--- src/urx_pkg.sv ---
package urx_pkg;

	// ----------------------------------------------------------------
	// Register map (byte addresses, one 32-bit word each)
	// ----------------------------------------------------------------
	localparam logic [7:0] MODE_OFS      = 8'h00;
	localparam logic [7:0] SETUP_OFS     = 8'h04;
	localparam logic [7:0] DATA_OFS      = 8'h08;
	localparam logic [7:0] STATUS_OFS    = 8'h0C;
	localparam logic [7:0] FLAG_CLR_OFS  = 8'h10;
	localparam logic [7:0] START_OFS     = 8'h14;
	localparam logic [7:0] STOP_OFS      = 8'h18;
	localparam logic [7:0] STANDBY_OFS   = 8'h1C;
	localparam logic [7:0] PRESCALE_OFS  = 8'h20;

	// ----------------------------------------------------------------
	// Field positions
	// ----------------------------------------------------------------
	localparam int MODE_LEN_LSB    = 0;  // Two bits of data_length_select.
	localparam int MODE_MSB_BIT    = 2;
	localparam int MODE_INV_BIT    = 3;
	localparam int MODE_PAR_LSB    = 4;  // Two bits of parity mode.
	localparam int MODE_BEMPTY_BIT = 6;  // Buffer-empty interrupt mode, refused.
	localparam int SETUP_RXE_BIT   = 0;
	localparam int SETUP_EOC_BIT   = 1;
	localparam int DATA_DIV_LSB    = 9;
	localparam int STB_SWC_BIT     = 0;
	localparam int STB_SSEC_BIT    = 1;
	localparam int FLAG_OVF_BIT    = 0;
	localparam int FLAG_PEF_BIT    = 1;
	localparam int FLAG_FEF_BIT    = 2;
	localparam int STAT_FULL_BIT   = 3;
	localparam int STAT_EN_BIT     = 4;
	localparam int STAT_BUSY_BIT   = 5;
	localparam int STAT_WAKE_BIT   = 6;

	// ----------------------------------------------------------------
	// Encodings and reset values
	// ----------------------------------------------------------------
	localparam logic [1:0] LEN_9      = 2'h1;
	localparam logic [1:0] LEN_7      = 2'h2;
	localparam logic [1:0] LEN_8      = 2'h3;
	localparam logic [1:0] PAR_NONE   = 2'h0;
	localparam logic [1:0] PAR_ZERO   = 2'h1;
	localparam logic [1:0] PAR_EVEN   = 2'h2;
	localparam logic [1:0] PAR_ODD    = 2'h3;
	localparam logic [1:0] LEN_RST    = 2'h3;
	localparam logic [6:0] DIV_RST    = 7'h7F;
	localparam logic [3:0] PRESC_RST  = 4'h0;
	localparam logic [6:0] DIV_MIN    = 7'h03;  // Fastest rate needs at least this.
	localparam logic [31:0] RDATA_RST = 32'h0000_0000;

	// Frame format carried as one unit.
	typedef struct packed {
		logic [1:0] data_len;
		logic       msb_first;
		logic       invert;
		logic [1:0] parity;
	} urx_cfg_type;

	localparam urx_cfg_type CFG_RST = '{data_len: LEN_RST, msb_first: 1'b0,
		invert: 1'b0, parity: PAR_NONE};

	// Receiver states, one-hot.
	typedef enum logic [5:0] {
		ST_OFF   = 6'h01,
		ST_WAIT  = 6'h02,
		ST_START = 6'h04,
		ST_DATA  = 6'h08,
		ST_PAR   = 6'h10,
		ST_STOP  = 6'h20
	} urx_state_type;

endpackage

--- src/urx_receiver.sv ---
// The APB interface to the registers and the placing of the registers are this design's own decisions.
`timescale 1ns/1ps
module urx_receiver (
	input  wire logic        sys_clk_i,
	input  wire logic        srst_i,
	input  wire logic        psel_i,
	input  wire logic        penable_i,
	input  wire logic        pwrite_i,
	input  wire logic [7:0]  paddr_i,
	input  wire logic [31:0] pwdata_i,
	output logic      [31:0] prdata_o,
	output logic             pready_o,
	output logic             pslverr_o,
	input  wire logic        serial_receive_pin_i,
	input  wire logic        system_stopped_i,
	output logic             rx_done_irq_o,
	output logic             rx_error_irq_o,
	output logic             unit_clock_request_o
);

	// ----------------------------------------------------------------
	// Declarations
	// ----------------------------------------------------------------
	urx_pkg::urx_cfg_type  cfg_reg;
	urx_pkg::urx_state_type state_reg;
	logic        bempty_reg, rxe_reg, eoc_reg, swc_reg, ssec_reg, en_reg;
	logic [6:0]  div_reg;
	logic [3:0]  presc_reg;
	logic        pin_meta_reg, pin_sync_reg, pin_prev_reg;
	logic        stopped_meta_reg, stopped_reg;
	logic [15:0] pre_cnt_reg;
	logic [8:0]  tick_cnt_reg;
	logic [3:0]  bit_idx_reg;
	logic [8:0]  shift_reg;
	logic [8:0]  rx_data_reg;
	logic        full_reg, ovf_reg, pef_reg, fef_reg, wake_reg, par_bad_reg;
	logic        acc, wr, rd, mapped;
	logic        line, line_prev, start_edge, mck_run, mck_tick, bit_due;
	logic [15:0] pre_mask;
	logic [8:0]  bit_period, half_period;
	logic [3:0]  nbits;
	logic        frame_end, stop_bad, err_ok, par_check, par_calc;
	logic        set_ovf, set_pef, set_fef;
	logic [2:0]  clr_bits;

	// ----------------------------------------------------------------
	// APB decode
	// ----------------------------------------------------------------
	// One wait state so that read data can come from a flip-flop.
	assign acc = psel_i && penable_i && pready_o;
	assign wr  = acc && pwrite_i;
	assign rd  = acc && !pwrite_i;
	always_comb begin
		case (paddr_i)
			urx_pkg::MODE_OFS, urx_pkg::SETUP_OFS, urx_pkg::DATA_OFS,
			urx_pkg::STATUS_OFS, urx_pkg::FLAG_CLR_OFS, urx_pkg::START_OFS,
			urx_pkg::STOP_OFS, urx_pkg::STANDBY_OFS, urx_pkg::PRESCALE_OFS: mapped = 1'b1;
			default: mapped = 1'b0;
		endcase
	end

	// Handshake: pready rises one cycle into the access phase.
	always_ff @(posedge sys_clk_i) begin
		if (srst_i) begin
			pready_o  <= 1'b0;
			pslverr_o <= 1'b0;
		end else begin
			pready_o  <= psel_i && penable_i && !pready_o;
			pslverr_o <= psel_i && penable_i && !pready_o && !mapped;
		end
	end

	// Read data is captured in the cycle before pready rises.
	always_ff @(posedge sys_clk_i) begin
		if (srst_i) begin
			prdata_o <= urx_pkg::RDATA_RST;
		end else if (psel_i && penable_i && !pready_o && !pwrite_i) begin
			prdata_o <= 32'h0000_0000;
			case (paddr_i)
				urx_pkg::MODE_OFS: prdata_o[6:0] <= {bempty_reg, cfg_reg.parity,
					cfg_reg.invert, cfg_reg.msb_first, cfg_reg.data_len};
				urx_pkg::SETUP_OFS: prdata_o[1:0] <= {eoc_reg, rxe_reg};
				urx_pkg::DATA_OFS: prdata_o[15:0] <= {div_reg, rx_data_reg};
				urx_pkg::STATUS_OFS: prdata_o[6:0] <= {wake_reg, !state_reg[0] &&
					!state_reg[1], en_reg, full_reg, fef_reg, pef_reg, ovf_reg};
				urx_pkg::STANDBY_OFS: prdata_o[1:0] <= {ssec_reg, swc_reg};
				urx_pkg::PRESCALE_OFS: prdata_o[3:0] <= presc_reg;
				default: prdata_o <= 32'h0000_0000;
			endcase
		end
	end

	// ----------------------------------------------------------------
	// Configuration registers
	// ----------------------------------------------------------------
	// Buffer-empty mode is stored but never steers reception.
	always_ff @(posedge sys_clk_i) begin
		if (srst_i) begin
			cfg_reg    <= urx_pkg::CFG_RST;
			bempty_reg <= 1'b0;
			rxe_reg    <= 1'b0;
			eoc_reg    <= 1'b0;
			swc_reg    <= 1'b0;
			ssec_reg   <= 1'b0;
			div_reg    <= urx_pkg::DIV_RST;
			presc_reg  <= urx_pkg::PRESC_RST;
		end else if (wr) begin
			case (paddr_i)
				urx_pkg::MODE_OFS: begin
					cfg_reg.data_len  <= pwdata_i[urx_pkg::MODE_LEN_LSB +: 2];
					cfg_reg.msb_first <= pwdata_i[urx_pkg::MODE_MSB_BIT];
					cfg_reg.invert    <= pwdata_i[urx_pkg::MODE_INV_BIT];
					cfg_reg.parity    <= pwdata_i[urx_pkg::MODE_PAR_LSB +: 2];
					bempty_reg        <= pwdata_i[urx_pkg::MODE_BEMPTY_BIT];
				end
				urx_pkg::SETUP_OFS: begin
					rxe_reg <= pwdata_i[urx_pkg::SETUP_RXE_BIT];
					eoc_reg <= pwdata_i[urx_pkg::SETUP_EOC_BIT];
				end
				urx_pkg::DATA_OFS: div_reg <= pwdata_i[urx_pkg::DATA_DIV_LSB +: 7];
				urx_pkg::STANDBY_OFS: begin
					swc_reg  <= pwdata_i[urx_pkg::STB_SWC_BIT];
					ssec_reg <= pwdata_i[urx_pkg::STB_SSEC_BIT];
				end
				urx_pkg::PRESCALE_OFS: presc_reg <= pwdata_i[3:0];
				default: presc_reg <= presc_reg;
			endcase
		end
	end

	// Channel enabled status: start write sets it, stop write clears it.
	always_ff @(posedge sys_clk_i) begin
		if (srst_i) begin
			en_reg <= 1'b0;
		end else if (wr && paddr_i == urx_pkg::START_OFS && pwdata_i[0]) begin
			en_reg <= 1'b1;
		end else if (wr && paddr_i == urx_pkg::STOP_OFS && pwdata_i[0]) begin
			en_reg <= 1'b0;
		end
	end

	// ----------------------------------------------------------------
	// Line synchroniser and operation clock
	// ----------------------------------------------------------------
	// The pin is asynchronous; the first flop feeds nothing but the second.
	always_ff @(posedge sys_clk_i) begin
		if (srst_i) begin
			pin_meta_reg     <= 1'b1;
			pin_sync_reg     <= 1'b1;
			pin_prev_reg     <= 1'b1;
			stopped_meta_reg <= 1'b0;
			stopped_reg      <= 1'b0;
		end else begin
			pin_meta_reg     <= serial_receive_pin_i;
			pin_sync_reg     <= pin_meta_reg;
			pin_prev_reg     <= pin_sync_reg;
			stopped_meta_reg <= system_stopped_i;
			stopped_reg      <= stopped_meta_reg;
		end
	end

	// Idle is high on the logical line whatever the polarity.
	assign line       = pin_sync_reg ^ cfg_reg.invert;
	assign line_prev  = pin_prev_reg ^ cfg_reg.invert;
	assign start_edge = line_prev && !line;
	// While stopped in standby, the operation clock is held until a start edge.
	assign mck_run    = !(stopped_reg && swc_reg) || wake_reg;
	assign pre_mask   = 16'((17'h1 << presc_reg) - 17'h1);
	assign mck_tick   = mck_run && ((pre_cnt_reg & pre_mask) == pre_mask);

	always_ff @(posedge sys_clk_i) begin
		if (srst_i) begin
			pre_cnt_reg <= 16'h0000;
		end else if (mck_run) begin
			pre_cnt_reg <= pre_cnt_reg + 16'h0001;
		end
	end

	// ----------------------------------------------------------------
	// Frame timing
	// ----------------------------------------------------------------
	// A bit lasts 2*(divider+1) operation clocks; the start is checked at half.
	assign bit_period  = {1'b0, div_reg, 1'b0} + 9'h002;
	assign half_period = {2'b00, div_reg} + 9'h001;
	assign bit_due     = mck_tick && (tick_cnt_reg == ((state_reg == urx_pkg::ST_START) ?
		half_period : bit_period) - 9'h001);
	always_comb begin
		case (cfg_reg.data_len)
			urx_pkg::LEN_9: nbits = 4'h9;
			urx_pkg::LEN_7: nbits = 4'h7;
			default:        nbits = 4'h8;
		endcase
	end
	assign par_check = cfg_reg.parity == urx_pkg::PAR_EVEN ||
		cfg_reg.parity == urx_pkg::PAR_ODD;
	assign par_calc  = ^shift_reg ^ (cfg_reg.parity == urx_pkg::PAR_ODD);
	assign frame_end = (state_reg == urx_pkg::ST_STOP) && bit_due;
	assign stop_bad  = frame_end && !line;
	assign err_ok    = !ssec_reg;
	assign set_fef   = stop_bad && err_ok;
	assign set_pef   = frame_end && par_bad_reg && err_ok;
	assign set_ovf   = frame_end && full_reg && err_ok;

	always_ff @(posedge sys_clk_i) begin
		if (srst_i || state_reg == urx_pkg::ST_OFF || state_reg == urx_pkg::ST_WAIT) begin
			tick_cnt_reg <= 9'h000;
		end else if (bit_due) begin
			tick_cnt_reg <= 9'h000;
		end else if (mck_tick) begin
			tick_cnt_reg <= tick_cnt_reg + 9'h001;
		end
	end

	// ----------------------------------------------------------------
	// Receive state machine
	// ----------------------------------------------------------------
	always_ff @(posedge sys_clk_i) begin
		if (srst_i || !en_reg) begin
			state_reg <= urx_pkg::ST_OFF;
		end else begin
			case (state_reg)
				urx_pkg::ST_OFF: if (rxe_reg) begin
					state_reg <= urx_pkg::ST_WAIT;
				end
				urx_pkg::ST_WAIT: if (start_edge) begin
					state_reg <= urx_pkg::ST_START;
				end
				// A pulse gone by mid start bit is ignored.
				urx_pkg::ST_START: if (bit_due) begin
					state_reg <= line ? urx_pkg::ST_WAIT : urx_pkg::ST_DATA;
				end
				urx_pkg::ST_DATA: if (bit_due && bit_idx_reg == nbits - 4'h1) begin
					state_reg <= (cfg_reg.parity != urx_pkg::PAR_NONE) ?
						urx_pkg::ST_PAR : urx_pkg::ST_STOP;
				end
				urx_pkg::ST_PAR: if (bit_due) begin
					state_reg <= urx_pkg::ST_STOP;
				end
				urx_pkg::ST_STOP: if (bit_due) begin
					state_reg <= urx_pkg::ST_WAIT;
				end
				default: state_reg <= urx_pkg::ST_OFF;
			endcase
		end
	end

	// Data bits land at their final position so no realignment is needed.
	always_ff @(posedge sys_clk_i) begin
		if (srst_i || state_reg == urx_pkg::ST_START) begin
			shift_reg   <= 9'h000;
			bit_idx_reg <= 4'h0;
			par_bad_reg <= 1'b0;
		end else if (bit_due && state_reg == urx_pkg::ST_DATA) begin
			if (cfg_reg.msb_first) begin
				shift_reg[nbits - 4'h1 - bit_idx_reg] <= line;
			end else begin
				shift_reg[bit_idx_reg] <= line;
			end
			bit_idx_reg <= bit_idx_reg + 4'h1;
		end else if (bit_due && state_reg == urx_pkg::ST_PAR) begin
			par_bad_reg <= par_check && (line != par_calc);
		end
	end

	// ----------------------------------------------------------------
	// Data buffer, error flags and interrupts
	// ----------------------------------------------------------------
	// Writing a 1 clears a flag, but a new error in that cycle wins.
	assign clr_bits = (wr && paddr_i == urx_pkg::FLAG_CLR_OFS) ? pwdata_i[2:0] : 3'h0;
	always_ff @(posedge sys_clk_i) begin
		if (srst_i) begin
			ovf_reg <= 1'b0;
			pef_reg <= 1'b0;
			fef_reg <= 1'b0;
		end else begin
			ovf_reg <= (ovf_reg && !clr_bits[urx_pkg::FLAG_OVF_BIT]) || set_ovf;
			pef_reg <= (pef_reg && !clr_bits[urx_pkg::FLAG_PEF_BIT]) || set_pef;
			fef_reg <= (fef_reg && !clr_bits[urx_pkg::FLAG_FEF_BIT]) || set_fef;
		end
	end

	// Newest frame overwrites the buffer; an overrun loses the older word.
	always_ff @(posedge sys_clk_i) begin
		if (srst_i) begin
			rx_data_reg <= 9'h000;
			full_reg    <= 1'b0;
		end else if (frame_end) begin
			rx_data_reg <= shift_reg;
			full_reg    <= 1'b1;
		end else if (rd && paddr_i == urx_pkg::DATA_OFS) begin
			full_reg <= 1'b0;
		end
	end

	// Transfer end fires per frame; errors need enable and no suppression.
	always_ff @(posedge sys_clk_i) begin
		if (srst_i) begin
			rx_done_irq_o  <= 1'b0;
			rx_error_irq_o <= 1'b0;
		end else begin
			rx_done_irq_o  <= frame_end;
			rx_error_irq_o <= eoc_reg && (set_fef || set_pef || set_ovf);
		end
	end

	// Wake holds the clock request from the start edge to the frame end.
	always_ff @(posedge sys_clk_i) begin
		if (srst_i || state_reg == urx_pkg::ST_OFF) begin
			wake_reg <= 1'b0;
		end else if (stopped_reg && swc_reg && state_reg == urx_pkg::ST_WAIT &&
			start_edge) begin
			wake_reg <= 1'b1;
		end else if (frame_end || (state_reg == urx_pkg::ST_START && bit_due && line)) begin
			wake_reg <= 1'b0;
		end
	end
	assign unit_clock_request_o = wake_reg;
endmodule // urx_receiver

--- config.mk ---
export PLATFORM = sky130hd
export DESIGN_NAME = urx_receiver
export DESIGN_NICKNAME = d
export VERILOG_FILES = /design/src/urx_pkg.sv /design/src/urx_receiver.sv
export SDC_FILE = /design/constraint.sdc
export NUM_CORES = 1
export LEC_CHECK = 0
export ABC_AREA = 1
export BUFFER_PORTS_ARGS = -buffer_cell sky130_fd_sc_hd__buf_2
export CORE_ASPECT_RATIO = 0.75
export CORE_MARGIN = 2
export CORE_UTILIZATION = 48
export CTS_CLUSTER_DIAMETER = 120
export CTS_CLUSTER_SIZE = 28
export DETAILED_ROUTE_END_ITERATION = 6
export PLACE_DENSITY = 0.68
export SLEW_MARGIN = 20
export SYNTH_ARGS = -nofsm -noshare
export SYNTH_HDL_FRONTEND = slang
export SYNTH_SLANG_ARGS = --single-unit
--- constraint.sdc ---
create_clock -name sys_clk_i -period 3.15 [get_ports sys_clk_i]
set_clock_uncertainty 0.2 [all_clocks]
set_input_delay 0.63 -clock sys_clk_i [delete_from_list [all_inputs] [get_ports sys_clk_i]]
set_output_delay 0.63 -clock sys_clk_i [all_outputs]
set_load 0.01 [all_outputs]
== Yosys cells after proc, flatten, opt, wreduce, memory -nomap -nowiden ==
Index checks and enable logic that the tools add are counted.
Word-level totals
  flip-flop bits (word level): 107
  output and inout bits: 37
  logic and storage cells: 189
Operators by class
  add/sub/neg operators: 9
  order comparisons: 4
  equality and inequality tests: 28
  shifts and indexed selects: 1
  muxes and demuxes: 30
  bitwise gates (word level): 5
  reductions and logical operators: 78
Operators by type and width (count)
  $mux 6: 7
  $logic_and 1x1->1: 39
  $pmux 6 s6: 1
  $eq 8x5->1 const B: 4
  $mux 9: 3
  $bwmux 9: 2
  $add 16x1->16 const B: 1
  $and 16x16->16: 1
  $eq 16x16->1: 1
  $eq 8x4->1 const B: 2
  $shl 1x4->16 const A: 1
  $sub 16x1->16 const B: 1
  $logic_not 1->1: 12
  $logic_or 1x1->1: 12
  $ne 2x2->1 const B: 6
  $pmux 2 s6: 1
  $reduce_and 2->1: 6
  $lt 4x5->1 const B: 2
  $add 8x2->9 const B: 1
  $add 9x1->9 const B: 1
  $eq 9x9->1: 1
  $mux 1: 9
  $pmux 3 s3: 1
  $reduce_or 9->1: 1
  30 further kinds: 39

== Depth between registers and ports, before layout ==
Gate-level depths: netlist of the first run.
  word-level depth: 12
  gate-level depth with buffers: 23
  depth with buffers taken out: 21

== Least setup slack after synthesis of the first run ==
No wires, ideal clock.
  kind: register to register
  start point: register presc_reg[1]
  end point: register bit_idx_reg[1]
  library setup time: 121 ps
  arrival time: 2475 ps
  required time: 2829 ps
  slack: 353 ps
  cell stages (with the launch flop): 20
  period minus slack after synthesis: 2797 ps
  path through: dfxtp_1 nor2_1 nand2_1 ha_1 clkbuf_1 nand2_1 o21ai_0 nand3_1 nand3_1 nor2_1 nand2_2 nor2_1 nand3_1 nor2_2 nand3_4 nor2_4 buf_6 inv_2 o21ai_1 a21oi_1
Between the ends
  longest elaborated chain between the ends: 7
Ends and longest elaborated chain
  start: declaration: line urx_receiver.sv:28  | logic [3:0] presc_reg;
  start signal: assignment: line urx_receiver.sv:106  | presc_reg <= urx_pkg::PRESC_RST;
  start signal: assignment: line urx_receiver.sv:125  | urx_pkg::PRESCALE_OFS: presc_reg <= pwdata_i[3:0];
  start signal: assignment: line urx_receiver.sv:126  | default: presc_reg <= presc_reg;
  $shl 1x4->16 *: line urx_receiver.sv:168  | assign pre_mask = 16'((17'h1 << presc_reg) - 17'h1);
  $sub 16x1->16 *: line urx_receiver.sv:168
  $and 16x16->16: line urx_receiver.sv:169  | assign mck_tick = mck_run && ((pre_cnt_reg & pre_mask) == pre_mask);
  $eq 16x16->1 *: line urx_receiver.sv:169
  $logic_and 1x1->1 *: line urx_receiver.sv:169
  $logic_and 1x1->1 *: line urx_receiver.sv:185  | assign bit_due = mck_tick && (tick_cnt_reg == ((state_reg == urx_pkg::ST_START) ?
  $logic_and 1x1->1 *: line urx_receiver.sv:253  | end else if (bit_due && state_reg == urx_pkg::ST_DATA) begin
  end signal: assignment: line urx_receiver.sv:259  | bit_idx_reg <= bit_idx_reg + 4'h1;
  end: declaration: line urx_receiver.sv:33  | logic [3:0] bit_idx_reg;
Every way passes the cells marked *; elsewhere a longest branch is shown, timed or not.
A chain may end at the register's enable or synchronous reset.

== Worst setup path in the final report of the first run ==
  start point: register presc_reg[1]
  end point: register ovf_reg
Between the ends
  longest elaborated chain between the ends: 10
Ends and longest elaborated chain
  $shl 1x4->16 *: line urx_receiver.sv:168
  $sub 16x1->16 *: line urx_receiver.sv:168
  $and 16x16->16: line urx_receiver.sv:169
  $eq 16x16->1 *: line urx_receiver.sv:169
  $logic_and 1x1->1 *: line urx_receiver.sv:169
  $logic_and 1x1->1 *: line urx_receiver.sv:185
  $logic_and 1x1->1 *: line urx_receiver.sv:197  | assign frame_end = (state_reg == urx_pkg::ST_STOP) && bit_due;
  $logic_and 1x1->1 * (2 in series): line urx_receiver.sv:202  | assign set_ovf = frame_end && full_reg && err_ok;
  $logic_or 1x1->1 *: line urx_receiver.sv:276  | ovf_reg <= (ovf_reg && !clr_bits[urx_pkg::FLAG_OVF_BIT]) || set_ovf;
  end signal: assignment: line urx_receiver.sv:276
  end: declaration: line urx_receiver.sv:36  | logic full_reg, ovf_reg, pef_reg, fef_reg, wake_reg, par_bad_reg;
Marked as above.

==> results of run 1 <==
-- cells by family after synthesis --
family | count (synthesis) | share of synthesized area [%]
AOI/OAI and AO/OA | 151 | 13.8
xor gates and xnor gates | 20 | 2.83
adders and majority gates | 13 | 2.75
buffers and inverters | 165 | 11.7
DFF | 106 | 34.3
other | 1 | 0.0607
and+or+nand+nor | 479 | 34.6
-- critical path, stage by stage (launching register included) --
cell and delay (ns):
dfxtp_4 0.38, nor2_4 0.12, nand3_2 0.10, ha_4 0.27, inv_1 0.03, nand2_1 0.05, nand2_1 0.04, nor2_1 0.07
nand3_1 0.07, nor2_1 0.09, nand3_1 0.09, nor2_2 0.16, nand2_2 0.10, nor2_2 0.10, nand3_2 0.09, nor2_4 0.15
nand3_4 0.15, nor2_4 0.28, buf_6 0.15, nand3_2 0.07, a21oi_2 0.14
-- Yosys cell counts, drive strengths merged, types with 2 or more instances --
library cell	n	area (µm²)
buf	27	203
a31oi	2	12.5
clkbuf	13	48.8
nor2	133	564
a211oi	2	15.0
dfxtp	106	2120
nor3	18	90.1
ha	12	150
a21oi	67	347
o31ai	2	15.0
nand4	19	125
or2	4	25.0
o221ai	2	17.5
o22ai	5	31.3
inv	123	462
a221oi	2	17.5
o211ai	8	60.1
o2111ai	2	17.5
clkinv	2	7.51
xor2	14	123
nor4	7	43.8
nand2	205	790
nand3	90	475
o21bai	3	22.5
o21ai	51	255
xnor2	6	52.6
-- where the power goes --
part | internal [mW] | leakage, nW | switching [mW] | total, mW
logic | 0.0322 | 2.19 | 0.0713 | 0.103
registers | 1.34 | 0.859 | 0.00452 | 1.35
clock network | 0.558 | 0.138 | 0.570 | 1.13
-- per-stage QoR --
stage	TNS (ns)	setup slack, ns	total power, mW	std cells	instance area [µm²]
final	0	0.165	2.58	1179	7120
after global routing	-0.0451	-0.0243	2.67	1179	7120
after CTS	0	0.0664	2.60	1173	7000
after detailed placement	0	0.101	1.49	1157	6700
after global placement	0	0.119	1.48	1157	6700
after floorplan	0	0.353	1.46	950	6240
-- per-layer routing --
metal	vias up	part of all wire (%)	track usage, %
met1	2734	51	35.4
met3	10	5.8	3.77
met5	-	0	0
met4	0	0.66	4.49
li1	3157	-	-
met2	184	42	36.8
-- timing repair --
item                                    4_1_cts  5_1_grt
gates resized for setup                       0       22
endpoints found under the setup margin        0       35
hold buffers                                  0        0
buffers inserted                              0        6
-- final timing paths --
kind	endpoint	startpoint	slack (ns)	cells after the start
setup / recovery	ovf_reg	presc_reg[1]	0.16	20
hold / removal	pin_sync_reg	pin_meta_reg	0.25	1
setup reg to reg	ovf_reg	presc_reg[1]	0.16	20
hold reg to reg	pin_sync_reg	pin_meta_reg	0.25	1
-- final cells by class --
class	count	area share [%]
clock buffers	9	3.16
clock inverters	7	0.967
inverters	125	6.63
multi-input cells	679	48.5
flip-flops and latches	106	30.0
well taps	166	2.92
repair buffers	87	7.91
-- cells in the final DEF (no fill, tap or decap), types with 34 or more instances in the layout --
cell type | Yosys | routed
nand2_1 | 199 | 199
a21oi_1 | 66 | 65
buf_2 | 3 | 49
nor2_1 | 119 | 115
buf_4 | 18 | 34
nand3_1 | 88 | 85
o21ai_0 | 47 | 47
inv_1 | 117 | 117
dfxtp_1 | 106 | 102
==> results.md, run 1 <==
- Reg clk slew, reported paths: 0.08 ns
- YS warnings: 0
- Sequential Area: 0.00213 mm²
- Syn_area_per_cell: 6.61 µm²
- Max Clock Freq: 0.335 GHz
- Fin crit period: 2.99 ns
- Diode count: 0
- Initial antenna violation count: 0
- WL/cell: 13.5 µm
- Cell count after synthesis: 935
- Largest net degree at the start of global routing: 35
- Clk sinks: 106
- HPWL Detailed: 11.9 mm
- IO Port Bufs: 49
- Final hold slack: 0.248 ns
- Run status: complete, no violations
- Multi-input logic area: 0.00345 mm²
- Top fanout value on the critical path: 8
- Clock H-tree levels: 3
- Via density: 5.16
- Max-Cap Viols: 0
- Area Overhead vs Synth: 15.2%
- Die Y: 102 µm
- Clock Latency Late Sink: 0.36 ns
- Routability cong.: 0.912
- Final Hold Vio Count: 0
- Final setup viols: 0
- Layout cell share with drive strength beyond 1: 14.8%
- Actual slew at the worst max-slew pin: 0.642 ns
- Worst relative slew slack: 57.1%
- Register area share after synthesis: 34.3%
- Ys async rst share: 0%
- Core Footprint: 0.0124 mm²
- Vias in the first global route: 5,363
- Die area: 0.0138 mm²
- Number of synthesized flops with an enable pin: 0
- Crit end category: flip-flop
- I/O pin cnt: 84
- Root Buffer: clkbuf_16
- Nets: 1,068
- Worst vdd ir: 0.000248 V
- Worst Hold Class: flip-flop to flip-flop
- WP data required: 3.24 ns
- Die X: 135 µm
- Num rows: 35
- Vias: 6,085
- Fillers: 1,241
- Dominant synthesized flop cell: dfxtp_1
- CTS buffer count: 9
- First-pass GRT wire length: 26.4 mm
- CTS max path bufs: 2
- Gr usage total: 23.8%
- Initial DRC count: 429
- Final WL: 15.9 mm
- CTS tree: yes
- CP Launch Type: flip-flop
- Mapped cell area: 0.00618 mm²
- Ratio of final minimum period to clock period: 94.8%
- Antenna Nets Post-Route: 0
- Max reg flops: 16
- Initial Util: 49.7%
- Max-slew violations: 0
- Remaining Overflow, GRT: 0
- Final Util: 57.2%
- Crit path kind: flip-flop to flip-flop
- DRC: 0
- Synthesized flop and latch total: 106
- Leakage power: 3.18 nW
- First-pass DRT Iterations: 4
- Worst EP arrival: 3.08 ns
- Pwr dens: 363 mW/mm²
- Synth cell types: 48
(Power assumes the default switching activity.)
==> run 2: changes to the inputs <==
Settings changed: CELL_PAD_IN_SITES_DETAIL_PLACEMENT set to 1, CELL_PAD_IN_SITES_GLOBAL_PLACEMENT set to 2, CORE_UTILIZATION 48 to 32, PLACE_DENSITY 0.68 to 0.81.
==> results.md, run 2 (synthesized netlist as in run 1, its figures left out) <==
- Final setup margin: 0.0397 ns
- Commonest non-fill, non-tap cell in the layout: nand2_1
- First-pass GRT wire length: 31.9 mm
- Critical Path Source: presc_reg[2]
- CP Launch Type: flip-flop
- First-pass DRT Iterations: 5
- Initial antenna violation count: 0
- Multi-input logic area: 0.00355 mm²
- R2r setup slk: 0.04 ns
- Placed Instance Area: 0.00680 mm²
- Worst Hold Class: flip-flop to flip-flop
- Die Y: 124 µm
- Finished Layout Cells: 1,267
- Routability cong.: 0.811
- Layout cell share with drive strength beyond 1: 17.5%
- Die area: 0.0205 mm²
- Sequential Area: 0.00213 mm²
- Worst vdd ir: 0.000250 V
- Ratio of final minimum period to clock period: 98.7%
- Max-slew violations: 0
- Via density: 4.96
- Nets: 1,075
- CTS buffer count: 9
- Vias: 6,290
- Worst relative slew slack: 48.0%
- Root Buffer: clkbuf_16
- DRC: 0
- WP data required: 3.20 ns
- Run status: complete, no violations
- Clock Latency Late Sink: 0.36 ns
- Diode count: 0
- I/O pin cnt: 84
- Remaining Overflow, GRT: 0
- Area Overhead vs Synth: 20.9%
- Leakage power: 3.27 nW
- Commonest non-fill, non-tap cells in the layout: nand2_1 (194), inv_1 (116), nor2_1 (114)
- Max reg flops: 16
- Initial DRC count: 348
- Final WL: 19.9 mm
- Placed cells: 1,237
- Crit end category: flip-flop
- Final hold slack: 0.219 ns
- Worst EP arrival: 3.16 ns
- CTS max path bufs: 2
- Hold path start: stopped_meta_reg
- Num rows: 43
- Hold_buf cts: 0
- Reg clk slew, reported paths: 0.08 ns
- Total power: 2.74 mW
- HPWL Detailed: 15.3 mm
- WL/cell: 15.7 µm
- Placement Setup Slack: 0.0205 ns
- Final Hold Vio Count: 0
- Die X: 164 µm
- Pwr dens: 367 mW/mm²
- IO Port Bufs: 49
- Max Clock Freq: 0.322 GHz
- CTS tree: yes
- Initial Util: 33.0%
- Setup TNS: 0 ns
- Fin crit period: 3.11 ns
- Antenna Nets Post-Route: 0
- Top fanout value on the critical path: 5
- Final setup viols: 0
- R2R Path Start: presc_reg[2]
- Clock H-tree levels: 3
- Gr usage total: 19.6%
- Design area: 0.00747 mm²
- Clk sinks: 106
- RSZ-0062 raised after global routing: true
- Max-Cap Viols: 0
- Vias in the first global route: 6,146
- Crit path kind: flip-flop to flip-flop
- Core Footprint: 0.0187 mm²
- Largest net degree at the start of global routing: 27
- Final Util: 39.9%
- Fillers: 2,439
- Actual slew at the worst max-slew pin: 0.777 ns
run 2: changes by cell type in the layout (fill, tap and decap cells not counted), moves of 2 or more:
cell	before	now
buf_6	2	4
nand2_2	5	7
bufinv_16	0	2
o21ai_0	47	44
o21ai_1	4	7
nand3_1	85	73
nand2_1	199	194
nand3_2	3	15
nor2_4	9	11
inv_2	5	7
nand2_4	1	4
clkbuf_16	9	11
buf_4	34	36
run 2: where the power goes:
part | total (mW) | internal [mW] | switching [mW]
logic | 0.107 | 0.0323 | 0.0750
clock network | 1.29 | 0.712 | 0.574
registers | 1.35 | 1.34 | 0.00446
run 2: layer usage:
metal	global-route usage [%]	up-vias	routed length [µm]
li1	-	3170	-
met1	29.3	3009	10400
met2	29.4	103	8680
met3	3.50	8	698
met4	3.73	0	155
met5	0	-	0
run 2: worst max-delay path, stage by stage (launching register included):
cell	delay, ns
dfxtp_4	0.37
nor2_4	0.12
nand3_2	0.09
ha_4	0.27
inv_2	0.02
nand2_1	0.05
nand2_1	0.05
nor2_1	0.08
nand3_1	0.08
nor2_1	0.14
nand3_1	0.13
nor2_4	0.18
nand2_4	0.10
nor2_4	0.09
nand3_2	0.08
nor2_4	0.12
nand3_4	0.15
nor2_4	0.27
clkbuf_16	0.20
nand3_2	0.05
nand2_1	0.09
nor2_1	0.05
run 2: timing repair:
| action | CTS | global route |
|---|---|---|
| buffers inserted | 2 | 10 |
| endpoints found under the setup margin | 4 | 43 |
| resized for setup | 3 | 49 |
| pin swaps | 3 | 19 |
| cloned | 0 | 2 |
run 2: worst paths after layout:
| path | cells past startpoint | to |
|---|---|---|
| max | 21 | shift_reg[0] |
| max reg2reg | 21 | shift_reg[0] |
| min | 2 | stopped_reg |
| min reg2reg | 2 | stopped_reg |
run 2: layout make-up:
type / count / share of cell area (%)
inverter: 125 / 6.28
multi-input combinational: 679 / 47.6
timing repair buffer: 94 / 8.98
sequential: 106 / 28.6
tap: 247 / 4.14
clock inverter: 7 / 1.47
clock buffer: 9 / 3.01
==> run 3: changes to the inputs <==
Settings changed: REMOVE_ABC_BUFFERS set to 1.
==> results.md, run 3 (synthesized netlist as in run 1, its figures left out) <==
- Run status: complete, no violations
- Layout cell share with drive strength beyond 1: 18.8%
- IO Port Bufs: 49
- Core Footprint: 0.0187 mm²
- Max incr delay on CP: 0.45 ns
- R2R cell count: 21
- Largest net degree at the start of global routing: 23
- Finished Layout Cells: 1,282
- Actual slew at the worst max-slew pin: 0.620 ns
- Die X: 164 µm
- Gr usage total: 19.4%
- Commonest non-fill, non-tap cells in the layout: nand2_1 (194), inv_1 (115), nor2_1 (111)
- Final Hold Vio Count: 0
- Max-slew violations: 0
- I/O pin cnt: 84
- CTS max path bufs: 2
- Initial DRC count: 232
- Nets: 1,090
- Max reg flops: 16
- Final WL: 19.8 mm
- Num rows: 43
- Initial Util: 33.0%
- Reg clk slew, reported paths: 0.08 ns
- R2R Path Start: presc_reg[0]
- Total power: 2.63 mW
- Clk sinks: 106
- CP Buf/Inv Count: 2
- Crit end category: flip-flop
- Worst R2R End: shift_reg[5]
- Final setup viols: 0
- Via density: 4.88
- Ratio of final minimum period to clock period: 97.4%
- Setup TNS: 0 ns
- Fin crit period: 3.07 ns
- Vias: 6,258
- Area Overhead vs Synth: 22.1%
- First-pass DRT Iterations: 4
- WP data required: 3.25 ns
- Max-Cap Viols: 0
- Hold EP: stopped_reg
- Worst EP arrival: 3.17 ns
- Placed Instance Area: 0.00685 mm²
- First-pass GRT wire length: 31.8 mm
- Critical-path top delay cell: dfxtp_1
- Antenna Nets Post-Route: 0
- RSZ-0062 raised after global routing: true
- Critical-path cell list: nand3_2 > ha_4 > inv_2 > nand2_1 > nand2_1 > nor2_1 > nand3_1 > nor2_1 > nand3_1 > nor2_4 > nand2_2 > nor2_2 > nand3_2 > nor2_4 > nand3_4 > nor2_4 > buf_12 > nand2_2 > nand2_1 > nand2_1 > nor2_1
- Die Y: 124 µm
- Routability cong.: 0.819
- Worst hold path depth: 2
- Worst vdd ir: 0.000218 V
- Root Buffer: clkbuf_16
- Diode count: 0
- Clock Latency Late Sink: 0.37 ns
- Hold path start: stopped_meta_reg
- Max Clock Freq: 0.326 GHz
- Die area: 0.0205 mm²
- Crit path kind: flip-flop to flip-flop
- CTS buffer count: 9
- Most common cell type on the critical path: nand2_1
- Worst relative slew slack: 58.5%
- Leakage power: 3.30 nW
- Pwr dens: 348 mW/mm²
- R2r setup slk: 0.08 ns
- Placed cells: 1,246
- Worst Hold Class: flip-flop to flip-flop
- CTS tree: yes
- Vias in the first global route: 6,203
- Delay-heaviest family, CP: simple AND/OR/NAND/NOR gates
- WL/cell: 15.5 µm
- HPWL Detailed: 15.0 mm
- Design area: 0.00755 mm²
- Clock H-tree levels: 3
- Commonest non-fill, non-tap cell in the layout: nand2_1
- Remaining Overflow, GRT: 0
- CP Launch Type: flip-flop
- DRC: 0
- Final hold slack: 0.224 ns
- Top fanout value on the critical path: 5
- Initial antenna violation count: 0
[run 3: report_power, final]
part / switching, mW / internal, mW / leakage [nW]
combinational: 0.0748 / 0.0323 / 2.30
sequential: 0.00458 / 1.34 / 0.858
clock: 0.580 / 0.593 / 0.141
[run 3: worst register-to-register path: cells and delay by family, from the launching register on]
family,cells,cell delay (ns)
adder cells (fa/ha/maj),1,0.28
buffers and inverters,2,0.18
flip-flops,1,0.45
AND/OR/NAND/NOR,18,1.88
[run 3: worst max-delay path by stage]
stage / from / end / slack [ns] / cells past startpoint
2_1_floorplan: presc_reg[1] / bit_idx_reg[1] / 0.27 / 20
3_3_place_gp: presc_reg[2] / tick_cnt_reg[3] / 0.08 / 19
3_5_place_dp: presc_reg[2] / shift_reg[5] / 0.09 / 21
4_1_cts: presc_reg[2] / shift_reg[5] / 0.05 / 20
5_1_grt: presc_reg[1] / shift_reg[5] / -0.15 / 22
6_report: presc_reg[0] / shift_reg[5] / 0.08 / 21
[run 3: repair_timing]
action / CTS / global route
resized for setup: 0 / 54
buffers inserted: 0 / 16
hold buffers: 0 / 0
setup endpoints to repair: 0 / 43
[run 3: layer usage]
layer / vias to the layer above / global-route usage [%] / routed length, µm
li1: 3208 / - / -
met1: 2970 / 29.4 / 10500
met2: 73 / 29.0 / 8560
met3: 7 / 3.56 / 668
met4: 0 / 3.07 / 120
met5: - / 0 / 0
[run 3: per-stage QoR]
stage / util, % / setup slack, ns
final: 40.3 / 0.0818
after global routing: 40.3 / -0.148
after CTS: 38.2 / 0.0523
after detailed placement: 36.6 / 0.0898
after global placement: 36.6 / 0.0799
after floorplan: - / 0.270
[run 3: area by class of cell]
type                            count  area (µm²)
Tap cell                          247         309
Clock buffer                       11         253
Multi-Input combinational cell    680        3570
Inverter                          125         469
Clock inverter                      5        43.8
Timing Repair Buffer              108         767
Sequential cell                   106        2140
Fill cell                        2452       11200
